**src/verilog/adc_post_pkg.sv**
```systemverilog
package adc_post_pkg;

  // Widths
  localparam int SAMPLE_W = 14;
  localparam int THR_W    = 13;
  localparam int DWELL_W  = 16;
  localparam int NULL_W   = 16;
  localparam int ADDR_W   = 13;
  localparam int ACC_W    = 48;

  // Register offsets
  localparam logic [12:0] ADDR_CHAN_INDEX  = 13'h0005;
  localparam logic [12:0] ADDR_OUT_FORMAT  = 13'h0014;
  localparam logic [12:0] ADDR_NULL_CTRL   = 13'h0040;
  localparam logic [12:0] ADDR_NULL_VAL_LO = 13'h0041;
  localparam logic [12:0] ADDR_NULL_VAL_HI = 13'h0042;
  localparam logic [12:0] ADDR_DETECT_CTRL = 13'h0045;
  localparam logic [12:0] ADDR_UPPER_LO    = 13'h0047;
  localparam logic [12:0] ADDR_UPPER_HI    = 13'h0048;
  localparam logic [12:0] ADDR_LOWER_LO    = 13'h0049;
  localparam logic [12:0] ADDR_LOWER_HI    = 13'h004A;
  localparam logic [12:0] ADDR_DWELL_LO    = 13'h004B;
  localparam logic [12:0] ADDR_DWELL_HI    = 13'h004C;

  // Field positions
  localparam int DETECT_EN_BIT   = 0;
  localparam int NULL_EN_BIT     = 1;
  localparam int NULL_K_LSB      = 2;
  localparam int NULL_K_MSB      = 5;
  localparam int NULL_FREEZE_BIT = 6;
  localparam int FORMAT_TWOS_BIT = 0;
  localparam int CHAN_B_BIT      = 1;

  // Reset values
  localparam logic [7:0] RST_OUT_FORMAT = 8'h01;
  localparam logic [7:0] RST_CHAN_INDEX = 8'h03;
  localparam logic [7:0] RST_ZERO       = 8'h00;

  // Timing and filter constants
  localparam int          UPPER_LATENCY = 7;
  localparam int          OVR_LATENCY   = 36;
  localparam logic [4:0]  NULL_K_BASE   = 5'h0E;
  localparam int          NULL_FRAC     = 28;
  localparam int          INSTR_BITS    = 16;

  typedef enum logic [1:0] {
    SPI_INSTR,
    SPI_DATA,
    SPI_DONE
  } spi_state_t;

endpackage

```
**src/verilog/sample_channel.sv**
```systemverilog
`timescale 1ns/1ns
module sample_channel (
  input  wire logic        clock_i,
  input  wire logic        rst_n_i,
  input  wire logic [13:0] sample_i,
  input  wire logic        overrange_i,
  input  wire logic        detect_enable_i,
  input  wire logic [12:0] upper_thr_i,
  input  wire logic [12:0] lower_thr_i,
  input  wire logic [15:0] dwell_i,
  input  wire logic        null_enable_i,
  input  wire logic        null_freeze_i,
  input  wire logic [3:0]  null_k_i,
  input  wire logic        twos_comp_i,
  output logic      [13:0] data_o,
  output logic             overrange_o,
  output logic             indicator_o,
  output logic      [15:0] null_value_o
);

  localparam int PIPE = adc_post_pkg::UPPER_LATENCY - 1;
  localparam int OVR  = adc_post_pkg::OVR_LATENCY;

  logic signed [13:0] x;
  logic        [13:0] mag;
  logic        [13:0] mag_pipe_reg [PIPE];
  logic        [13:0] mag_d;
  logic        [15:0] dwell_cnt_reg;
  logic        [16:0] dwell_inc;
  logic    [OVR-1:0]  ovr_pipe_reg;
  logic signed [47:0] acc_reg;
  logic signed [47:0] target;
  logic signed [47:0] step;
  logic        [4:0]  null_shift;
  logic signed [13:0] dc_int;
  logic signed [14:0] corr;
  logic signed [13:0] corr_sat;
  logic        [13:0] out_word;

  // Sign is dropped: equal excursions either way look the same
  // magnitude only
  assign x   = signed'(sample_i);
  assign mag = x[13] ? 14'(-x) : 14'(x);

  // Six stages of magnitude plus the indicator flop give the latency
  // seven cycle path
  always_ff @(posedge clock_i or negedge rst_n_i) begin
    if (!rst_n_i) begin
      for (int i = 0; i < PIPE; i++) mag_pipe_reg[i] <= 14'h0000;
    end else begin
      mag_pipe_reg[0] <= mag;
      for (int i = 1; i < PIPE; i++) mag_pipe_reg[i] <= mag_pipe_reg[i-1];
    end
  end

  // Thresholds and magnitude share one scale, 2^13 being full scale
  // shared magnitude scale
  assign mag_d     = mag_pipe_reg[PIPE-1];
  assign dwell_inc = {1'b0, dwell_cnt_reg} + 17'h00001;

  // Indicator with hysteresis; a dwell of zero acts as one cycle
  // low until crossing
  always_ff @(posedge clock_i or negedge rst_n_i) begin
    if (!rst_n_i) begin
      indicator_o   <= 1'b0;
      dwell_cnt_reg <= 16'h0000;
    end else if (!detect_enable_i) begin
      indicator_o   <= 1'b0;
      dwell_cnt_reg <= 16'h0000;
    end else if (mag_d > {1'b0, upper_thr_i}) begin
      indicator_o   <= 1'b1;
      dwell_cnt_reg <= 16'h0000;
    end else if (indicator_o && (mag_d < {1'b0, lower_thr_i})) begin
      if (dwell_inc >= {1'b0, dwell_i}) begin
        indicator_o   <= 1'b0;
        dwell_cnt_reg <= 16'h0000;
      end else begin
        dwell_cnt_reg <= dwell_inc[15:0];
      end
    end else begin
      dwell_cnt_reg <= 16'h0000;
    end
  end

  always_ff @(posedge clock_i or negedge rst_n_i) begin
    if (!rst_n_i) begin
      ovr_pipe_reg <= '0;
    end else begin
      ovr_pipe_reg <= {ovr_pipe_reg[OVR-2:0], overrange_i};
    end
  end

  assign overrange_o = ovr_pipe_reg[OVR-1];

  // One-pole estimator: acc moves by (x - acc) / 2^(k+14) per sample
  // high-pass corner
  assign null_shift = {1'b0, null_k_i} + adc_post_pkg::NULL_K_BASE;
  assign target     = {{6{x[13]}}, x, 28'h0000000};
  assign step       = (target - acc_reg) >>> null_shift;

  always_ff @(posedge clock_i or negedge rst_n_i) begin
    if (!rst_n_i) begin
      acc_reg <= '0;
    end else if (!null_freeze_i) begin
      acc_reg <= acc_reg + step;
    end
  end

  // 14 integer and 2 fraction bits cover the input range
  assign null_value_o = acc_reg[adc_post_pkg::NULL_FRAC+13:adc_post_pkg::NULL_FRAC-2];
  assign dc_int       = acc_reg[adc_post_pkg::NULL_FRAC+13:adc_post_pkg::NULL_FRAC];

  // Saturate rather than wrap when the correction pushes past full scale
  assign corr = {x[13], x} - {dc_int[13], dc_int};
  assign corr_sat = (corr[14] != corr[13]) ? {corr[14], {13{~corr[14]}}} : corr[13:0];

  assign out_word = null_enable_i ? corr_sat : x;

  always_ff @(posedge clock_i or negedge rst_n_i) begin
    if (!rst_n_i) begin
      data_o <= 14'h0000;
    end else begin
      data_o <= twos_comp_i ? out_word : {~out_word[13], out_word[12:0]};
    end
  end

endmodule // sample_channel

```
**src/verilog/adc_post_top.sv**
```systemverilog
`timescale 1ns/1ns
module adc_post_top (
  input  wire logic        clock_i,
  input  wire logic        rst_n_i,
  input  wire logic        spi_sclk_i,
  input  wire logic        spi_cs_n_i,
  input  wire logic        spi_sdio_i,
  output logic             spi_sdio_o,
  output logic             spi_sdio_oe_o,
  input  wire logic [13:0] sample_a_i,
  input  wire logic [13:0] sample_b_i,
  input  wire logic        overrange_a_i,
  input  wire logic        overrange_b_i,
  output logic      [13:0] data_a_o,
  output logic      [13:0] data_b_o,
  output logic             overrange_a_o,
  output logic             overrange_b_o,
  output logic             threshold_indicator_chan_a_o,
  output logic             threshold_indicator_chan_b_o
);

  // ----------------------------------------------------------------
  // Declarations
  // ----------------------------------------------------------------

  logic                     sclk_meta_reg;
  logic                     sclk_sync_reg;
  logic                     sclk_prev_reg;
  logic                     cs_meta_reg;
  logic                     cs_sync_reg;
  logic                     sdio_meta_reg;
  logic                     sdio_sync_reg;
  logic                     sclk_rise;
  logic                     sclk_fall;
  logic                     frame_active;

  adc_post_pkg::spi_state_t state_reg;
  logic              [15:0] instr_shift_reg;
  logic               [3:0] bit_cnt_reg;
  logic               [7:0] rx_shift_reg;
  logic               [7:0] tx_shift_reg;
  logic                     read_reg;
  logic               [1:0] width_reg;
  logic               [1:0] bytes_left_reg;
  logic              [12:0] addr_reg;
  logic                     wr_en;
  logic               [7:0] wr_data;
  logic               [7:0] rd_data;

  logic               [7:0] chan_index_reg;
  logic               [7:0] out_format_reg;
  logic               [7:0] null_ctrl_reg;
  logic               [7:0] detect_ctrl_reg;
  logic              [15:0] upper_thr_reg;
  logic              [15:0] lower_thr_reg;
  logic              [15:0] dwell_reg;

  logic              [15:0] null_value_a;
  logic              [15:0] null_value_b;
  logic              [15:0] null_value_sel;

  // ----------------------------------------------------------------
  // Pin synchronisers
  // ----------------------------------------------------------------

  // Serial pins are asynchronous to the sample clock, so two flops each;
  // the serial clock must stay below a quarter of clock_i
  always_ff @(posedge clock_i or negedge rst_n_i) begin
    if (!rst_n_i) begin
      sclk_meta_reg <= 1'b0;
      sclk_sync_reg <= 1'b0;
      sclk_prev_reg <= 1'b0;
      cs_meta_reg   <= 1'b1;
      cs_sync_reg   <= 1'b1;
      sdio_meta_reg <= 1'b0;
      sdio_sync_reg <= 1'b0;
    end else begin
      sclk_meta_reg <= spi_sclk_i;
      sclk_sync_reg <= sclk_meta_reg;
      sclk_prev_reg <= sclk_sync_reg;
      cs_meta_reg   <= spi_cs_n_i;
      cs_sync_reg   <= cs_meta_reg;
      sdio_meta_reg <= spi_sdio_i;
      sdio_sync_reg <= sdio_meta_reg;
    end
  end

  // Edge detection reads only the settled copies
  assign frame_active = !cs_sync_reg;
  assign sclk_rise    = frame_active && sclk_sync_reg && !sclk_prev_reg;
  assign sclk_fall    = frame_active && !sclk_sync_reg && sclk_prev_reg;

  // ----------------------------------------------------------------
  // Serial frame engine
  // ----------------------------------------------------------------

  // Instruction: read flag, two length bits, 13-bit address, MSB first.
  // Length code 3 streams until chip select rises.
  always_ff @(posedge clock_i or negedge rst_n_i) begin
    if (!rst_n_i) begin
      state_reg       <= adc_post_pkg::SPI_INSTR;
      instr_shift_reg <= 16'h0000;
      bit_cnt_reg     <= 4'h0;
      rx_shift_reg    <= 8'h00;
      read_reg        <= 1'b0;
      width_reg       <= 2'h0;
      bytes_left_reg  <= 2'h0;
      addr_reg        <= 13'h0000;
    end else if (!frame_active) begin
      state_reg   <= adc_post_pkg::SPI_INSTR;
      bit_cnt_reg <= 4'h0;
    end else if (sclk_rise) begin
      case (state_reg)
        adc_post_pkg::SPI_INSTR: begin
          instr_shift_reg <= {instr_shift_reg[14:0], sdio_sync_reg};
          bit_cnt_reg     <= bit_cnt_reg + 4'h1;
          if (bit_cnt_reg == 4'(adc_post_pkg::INSTR_BITS - 1)) begin
            state_reg      <= adc_post_pkg::SPI_DATA;
            bit_cnt_reg    <= 4'h0;
            read_reg       <= instr_shift_reg[14];
            width_reg      <= instr_shift_reg[13:12];
            bytes_left_reg <= instr_shift_reg[13:12];
            addr_reg       <= {instr_shift_reg[11:0], sdio_sync_reg};
          end
        end
        adc_post_pkg::SPI_DATA: begin
          rx_shift_reg <= {rx_shift_reg[6:0], sdio_sync_reg};
          bit_cnt_reg  <= bit_cnt_reg + 4'h1;
          if (bit_cnt_reg == 4'h7) begin
            // Address walks downward between bytes
            bit_cnt_reg    <= 4'h0;
            addr_reg       <= addr_reg - 13'h0001;
            bytes_left_reg <= bytes_left_reg - 2'h1;
            if (width_reg != 2'h3 && bytes_left_reg == 2'h0) begin
              state_reg <= adc_post_pkg::SPI_DONE;
            end
          end
        end
        default: begin
          // Extra clocks after the last byte are ignored
          bit_cnt_reg <= 4'h0;
        end
      endcase
    end
  end

  // A byte is written on the rising edge that completes it
  assign wr_en   = sclk_rise && !read_reg && state_reg == adc_post_pkg::SPI_DATA
                   && bit_cnt_reg == 4'h7;
  assign wr_data = {rx_shift_reg[6:0], sdio_sync_reg};

  // Readback shifts out on falling edges so the master samples on rising
  always_ff @(posedge clock_i or negedge rst_n_i) begin
    if (!rst_n_i) begin
      tx_shift_reg  <= 8'h00;
      spi_sdio_o    <= 1'b0;
    end else if (sclk_fall && read_reg && state_reg == adc_post_pkg::SPI_DATA) begin
      if (bit_cnt_reg == 4'h0) begin
        spi_sdio_o   <= rd_data[7];
        tx_shift_reg <= {rd_data[6:0], 1'b0};
      end else begin
        spi_sdio_o   <= tx_shift_reg[7];
        tx_shift_reg <= {tx_shift_reg[6:0], 1'b0};
      end
    end
  end

  // Pin is driven only in the data phase of a read frame
  assign spi_sdio_oe_o = frame_active && read_reg && state_reg == adc_post_pkg::SPI_DATA;

  // ----------------------------------------------------------------
  // Register file
  // ----------------------------------------------------------------

  // Control bytes shared by both channels
  always_ff @(posedge clock_i or negedge rst_n_i) begin
    if (!rst_n_i) begin
      chan_index_reg  <= adc_post_pkg::RST_CHAN_INDEX;
      out_format_reg  <= adc_post_pkg::RST_OUT_FORMAT;
      null_ctrl_reg   <= adc_post_pkg::RST_ZERO;
      detect_ctrl_reg <= adc_post_pkg::RST_ZERO;
    end else if (wr_en) begin
      if (addr_reg == adc_post_pkg::ADDR_CHAN_INDEX) begin
        chan_index_reg <= wr_data;
      end else if (addr_reg == adc_post_pkg::ADDR_OUT_FORMAT) begin
        out_format_reg <= wr_data;
      end else if (addr_reg == adc_post_pkg::ADDR_NULL_CTRL) begin
        null_ctrl_reg <= wr_data;
      end else if (addr_reg == adc_post_pkg::ADDR_DETECT_CTRL) begin
        detect_ctrl_reg <= wr_data;
      end
    end
  end

  // Threshold and dwell byte pairs; threshold high bytes keep 5 bits
  always_ff @(posedge clock_i or negedge rst_n_i) begin
    if (!rst_n_i) begin
      upper_thr_reg <= 16'h0000;
      lower_thr_reg <= 16'h0000;
      dwell_reg     <= 16'h0000;
    end else if (wr_en) begin
      if (addr_reg == adc_post_pkg::ADDR_UPPER_LO) begin
        upper_thr_reg[7:0] <= wr_data;
      end else if (addr_reg == adc_post_pkg::ADDR_UPPER_HI) begin
        upper_thr_reg[15:8] <= {3'h0, wr_data[4:0]};
      end else if (addr_reg == adc_post_pkg::ADDR_LOWER_LO) begin
        lower_thr_reg[7:0] <= wr_data;
      end else if (addr_reg == adc_post_pkg::ADDR_LOWER_HI) begin
        lower_thr_reg[15:8] <= {3'h0, wr_data[4:0]};
      end else if (addr_reg == adc_post_pkg::ADDR_DWELL_LO) begin
        dwell_reg[7:0] <= wr_data;
      end else if (addr_reg == adc_post_pkg::ADDR_DWELL_HI) begin
        dwell_reg[15:8] <= wr_data;
      end
    end
  end

  // Nulling readback follows channel B only when A is deselected
  assign null_value_sel = (chan_index_reg[adc_post_pkg::CHAN_B_BIT] && !chan_index_reg[0])
                          ? null_value_b : null_value_a;

  // Read decode; unmapped addresses read as zero
  always_comb begin
    rd_data = 8'h00;
    if (addr_reg == adc_post_pkg::ADDR_CHAN_INDEX) begin
      rd_data = chan_index_reg;
    end else if (addr_reg == adc_post_pkg::ADDR_OUT_FORMAT) begin
      rd_data = out_format_reg;
    end else if (addr_reg == adc_post_pkg::ADDR_NULL_CTRL) begin
      rd_data = null_ctrl_reg;
    end else if (addr_reg == adc_post_pkg::ADDR_NULL_VAL_LO) begin
      rd_data = null_value_sel[7:0];
    end else if (addr_reg == adc_post_pkg::ADDR_NULL_VAL_HI) begin
      rd_data = null_value_sel[15:8];
    end else if (addr_reg == adc_post_pkg::ADDR_DETECT_CTRL) begin
      rd_data = detect_ctrl_reg;
    end else if (addr_reg == adc_post_pkg::ADDR_UPPER_LO) begin
      rd_data = upper_thr_reg[7:0];
    end else if (addr_reg == adc_post_pkg::ADDR_UPPER_HI) begin
      rd_data = upper_thr_reg[15:8];
    end else if (addr_reg == adc_post_pkg::ADDR_LOWER_LO) begin
      rd_data = lower_thr_reg[7:0];
    end else if (addr_reg == adc_post_pkg::ADDR_LOWER_HI) begin
      rd_data = lower_thr_reg[15:8];
    end else if (addr_reg == adc_post_pkg::ADDR_DWELL_LO) begin
      rd_data = dwell_reg[7:0];
    end else if (addr_reg == adc_post_pkg::ADDR_DWELL_HI) begin
      rd_data = dwell_reg[15:8];
    end
  end

  // ----------------------------------------------------------------
  // Channels
  // ----------------------------------------------------------------

  sample_channel u_chan_a (
    .clock_i         (clock_i),
    .rst_n_i         (rst_n_i),
    .sample_i        (sample_a_i),
    .overrange_i     (overrange_a_i),
    .detect_enable_i (detect_ctrl_reg[adc_post_pkg::DETECT_EN_BIT]),
    .upper_thr_i     (upper_thr_reg[12:0]),
    .lower_thr_i     (lower_thr_reg[12:0]),
    .dwell_i         (dwell_reg),
    .null_enable_i   (null_ctrl_reg[adc_post_pkg::NULL_EN_BIT]),
    .null_freeze_i   (null_ctrl_reg[adc_post_pkg::NULL_FREEZE_BIT]),
    .null_k_i        (null_ctrl_reg[adc_post_pkg::NULL_K_MSB:adc_post_pkg::NULL_K_LSB]),
    .twos_comp_i     (out_format_reg[adc_post_pkg::FORMAT_TWOS_BIT]),
    .data_o          (data_a_o),
    .overrange_o     (overrange_a_o),
    .indicator_o     (threshold_indicator_chan_a_o),
    .null_value_o    (null_value_a)
  );

  sample_channel u_chan_b (
    .clock_i         (clock_i),
    .rst_n_i         (rst_n_i),
    .sample_i        (sample_b_i),
    .overrange_i     (overrange_b_i),
    .detect_enable_i (detect_ctrl_reg[adc_post_pkg::DETECT_EN_BIT]),
    .upper_thr_i     (upper_thr_reg[12:0]),
    .lower_thr_i     (lower_thr_reg[12:0]),
    .dwell_i         (dwell_reg),
    .null_enable_i   (null_ctrl_reg[adc_post_pkg::NULL_EN_BIT]),
    .null_freeze_i   (null_ctrl_reg[adc_post_pkg::NULL_FREEZE_BIT]),
    .null_k_i        (null_ctrl_reg[adc_post_pkg::NULL_K_MSB:adc_post_pkg::NULL_K_LSB]),
    .twos_comp_i     (out_format_reg[adc_post_pkg::FORMAT_TWOS_BIT]),
    .data_o          (data_b_o),
    .overrange_o     (overrange_b_o),
    .indicator_o     (threshold_indicator_chan_b_o),
    .null_value_o    (null_value_b)
  );

endmodule // adc_post_top

```
**config.mk**
```make
export PLATFORM = sky130hd
export DESIGN_NAME = adc_post_top
export DESIGN_NICKNAME = d
export VERILOG_FILES = /design/src/verilog/adc_post_pkg.sv /design/src/verilog/sample_channel.sv /design/src/verilog/adc_post_top.sv
export SDC_FILE = /design/constraint.sdc
export NUM_CORES = 1
export LEC_CHECK = 0
export ABC_CLOCK_PERIOD_IN_PS = 5600
export BUFFER_PORTS_ARGS = -buffer_cell sky130_fd_sc_hd__buf_2
export CAP_MARGIN = 20
export CORE_UTILIZATION = 40
export CTS_CLUSTER_SIZE = 8
export DETAILED_ROUTE_END_ITERATION = 12
export PLACE_DENSITY = 0.53
export SYNTH_ARGS = -nofsm -noshare
export SYNTH_HDL_FRONTEND = slang
export SYNTH_SLANG_ARGS = --single-unit
```
**constraint.sdc**
```tcl
create_clock -name clock_i -period 5.6 [get_ports clock_i]
set_input_delay 0 -clock clock_i [delete_from_list [all_inputs] [get_ports clock_i]]
set_output_delay 0 -clock clock_i [all_outputs]
set_load 0.01 [all_outputs]
```
==> impl_metrics.csv <==
group,metric,value,unit
status,status,"finished with violations",
status,violations,"negative setup slack",
worst_setup_path,crit_required,6.08,ns
timing,finalClockSkew,0.0584,ns
placement,port_buffers,68,
layout,layout_common_cells,"buf_4, dfrtp_1, nand2_1, nor2_1, o21ai_0",
power_and_ir_drop,vdd_ir_drop_max,0.483,mV
route,drc,0,
route,wirelength,122000,um
clock_network,insertion_delay,0.66,ns
placement,dp_hpwl,91100,um
floorplan,core_area,88800,um^2
power_and_ir_drop,power.density,761,nW/um^2
floorplan,die_w,302,um
yosys,async_reset_ff_share,100,%
power_and_ir_drop,p_leak,22.7,nW
worst_setup_path,critPathLaunchType,"flop",
clock_network,clock_path_buffers,3,
global_route,grt_pass1_vias,33600,
worst_setup_path,worstPathArrival,6.70,ns
worst_setup_path,critical-path-max-stage-delay,0.45,ns
yosys,ys.flop_type,"dfrtp_1",
placement,place_congestion,0.922,
job,maxCapViolations,0,
route,dr.pass1.iters,8,
yosys,ys_ff_latch,533,
worst_setup_path,crit_fanout,5,
timing,holdWs,0.0145,ns
timing,slew_violations,0,
yosys,seq_area_frac_synth,37.1,%
yosys,synth_top_area_share,36.7,%
floorplan,io-pin-count,69,
worst_setup_path,endpoint_kind,"flop",
yosys,synth_nets,4315,
global_route,gr-usage-met1,34.5,%
worst_setup_path,critical_path.top_delay_family,"compound AO/OA/AOI/OAI gates",
layout,final_core_util,56.5,%
route,postRouteAntennaNets,0,
global_route,grt_max_degree,157,
timing,worstMarginPinSlew,0.996,ns
floorplan,dieArea,91200,um^2
timing,fin_tns_setup,-17.45,ns
yosys,ys_top_cells_by_area,"dfrtp_1, ha_1, o21ai_0, nand2_1, a21oi_1",
clock_network,cts_root_buffer,"clkbuf_16",
route,drt-wirelength-per-cell,19.6,um
global_route,grt.total_usage,26.3,%
worst_setup_path,crit_buf_inv,4,
worst_setup_path,criticalPathCategory,"flop to flop",
yosys,ys_types,97,
global_route,antenna_found_initial,0,
timing,setup_ws,-0.618,ns
global_route,grt_pass1_wl,187000,um
clock_network,cts_inserted_buffers,79,
layout,fill_cells,8063,
timing,hold_viol,0,
yosys,synth_top_area_cell,"dfrtp_1",
layout,layout_commonest_cell,"buf_4",
floorplan,row_count,109,
layout,drive_gt1_share,34.1,%
clock_network,cts.sinks,533,
yosys,synth_area_per_cell,8.91,um^2
global_route,grt_util_met3,3.74,%
global_route,top_usage_layer,"met2",
global_route,grt-ovfl-total,0,
worst_setup_path,reg2reg_from,"u_chan_a.acc_reg[1]",
timing,max_freq,161,MHz
yosys,synth-edff-count,0,
timing,slew_headroom,33.6,%
worst_setup_path,ff2ff_setup_slack,-0.62,ns
global_route,use_met2,43.5,%
layout,synthToLayoutAreaGrowth,39.3,%
route,post_drt_via_cell_ratio,5.49,
worst_setup_path,crit_slowest_cell,"or4b_4",
yosys,yosysWarnings,0,
floorplan,start_util,40.6,%
clock_network,path_clk_slew,0.05,ns
timing,fin_crit,6.22,ns
timing,grt_setup_unrepaired,"true",
yosys,synth_cells,4043,
timing,timing.final.crit_share,111,%
timing,setup-violations-final,54,
floorplan,die_h,302,um
yosys,synth_area,36000,um^2
route,drt_iter0_drc,2254,
worst_setup_path,r2r_end,"u_chan_a.acc_reg[44]",
worst_setup_path,reg2reg_depth,27,
clock_network,h-tree-depth,3,
route,route.vias.total,34100,
hold_path,min_path_type,"input port to asynchronous set/reset pin",
layout,fin_nets,5292,
clock_network,cts_tree,"built",
## worst max-delay path by stage
stage	startpoint	to	slack [ns]	depth (start not counted)
floorplan	u_chan_a.acc_reg[1]	u_chan_a.acc_reg[47]	-0.02	23
global placement	u_chan_b.acc_reg[28]	u_chan_b.acc_reg[43]	-0.97	31
detailed placement	u_chan_b.acc_reg[28]	u_chan_b.acc_reg[43]	-1.10	31
CTS	u_chan_a.acc_reg[1]	u_chan_a.acc_reg[35]	-0.79	27
global route	u_chan_a.acc_reg[1]	u_chan_a.acc_reg[47]	-0.82	26
finish	u_chan_a.acc_reg[1]	u_chan_a.acc_reg[44]	-0.62	27
## routing by layer
layer	wire [um]	up-vias
li1	-	16600
met1	53700	16500
met2	57600	827
met3	5470	241
met4	4880	0
met5	0	-
## cell type report
cell class	instances	area, um^2	area share [%]
Inverter	192	723	1.44
Clock inverter	10	159	0.317
Clock buffer	103	2140	4.27
Tap cell	1165	1460	2.91
Timing Repair Buffer	1119	8680	17.3
Multi-Input combinational cell	3095	23600	47.1
Antenna cell	1	2.50	0.00499
Sequential cell	533	13400	26.6
## power by group
group / leakage [nW] / total (mW) / switching (mW) / internal, mW
Sequential: 6.58 / 5.00 / 0.394 / 4.61
Combinational: 15.0 / 28.7 / 14.1 / 14.6
Clock: 1.12 / 4.48 / 1.74 / 2.73
Total: 22.7 / 38.2 / 16.2 / 22.0
## stage by stage
stage	instances	cell area, um^2	setup slack [ns]	total power, mW
CTS	6176	48400	-0.794	35.1
global route	6217	50200	-0.819	40.8
finish	6218	50200	-0.618	38.2
detailed placement	5945	44100	-1.10	28.2
global placement	5944	44100	-0.967	28.1
floorplan	4043	36200	-0.0237	17.6
## cells by family after synthesis
kind of cell / Yosys count / synth area share, %
AO/OA/AOI/OAI: 1187 / 21.2
XOR/XNOR: 227 / 5.54
adder cells (fa/ha/maj): 239 / 8.38
buffers and inverters: 415 / 4.38
flip-flops: 533 / 37.1
multiplexers: 245 / 7.61
AND/OR/NAND/NOR: 1197 / 15.9
## Yosys cell counts, types with 28 or more instances
master	instances
inv_1	189
o21a_1	43
dfrtp_1	528
o22ai_1	34
ha_1	233
nor4_1	30
o211ai_1	74
nand2_1	412
nand3_1	88
xnor2_1	153
nor2_1	286
nor3_1	82
a211oi_1	46
nor2b_1	52
mux2i_1	115
xor2_1	73
o21ai_0	329
mux2_2	118
nand2b_1	38
and3_1	38
clkbuf_1	185
o31ai_1	28
a21o_1	92
a31oi_1	31
nand4_1	34
a21oi_1	282
or3_1	30
## repair_timing
action                     4_1_cts  5_1_grt
setup buffers                   76       54
pin swaps                       80      184
setup endpoints to repair       70       71
resized for setup              252      313
hold buffers                    48        0
hold endpoints to repair       158        0
Note: power is estimated with default switching activity, not from simulation.
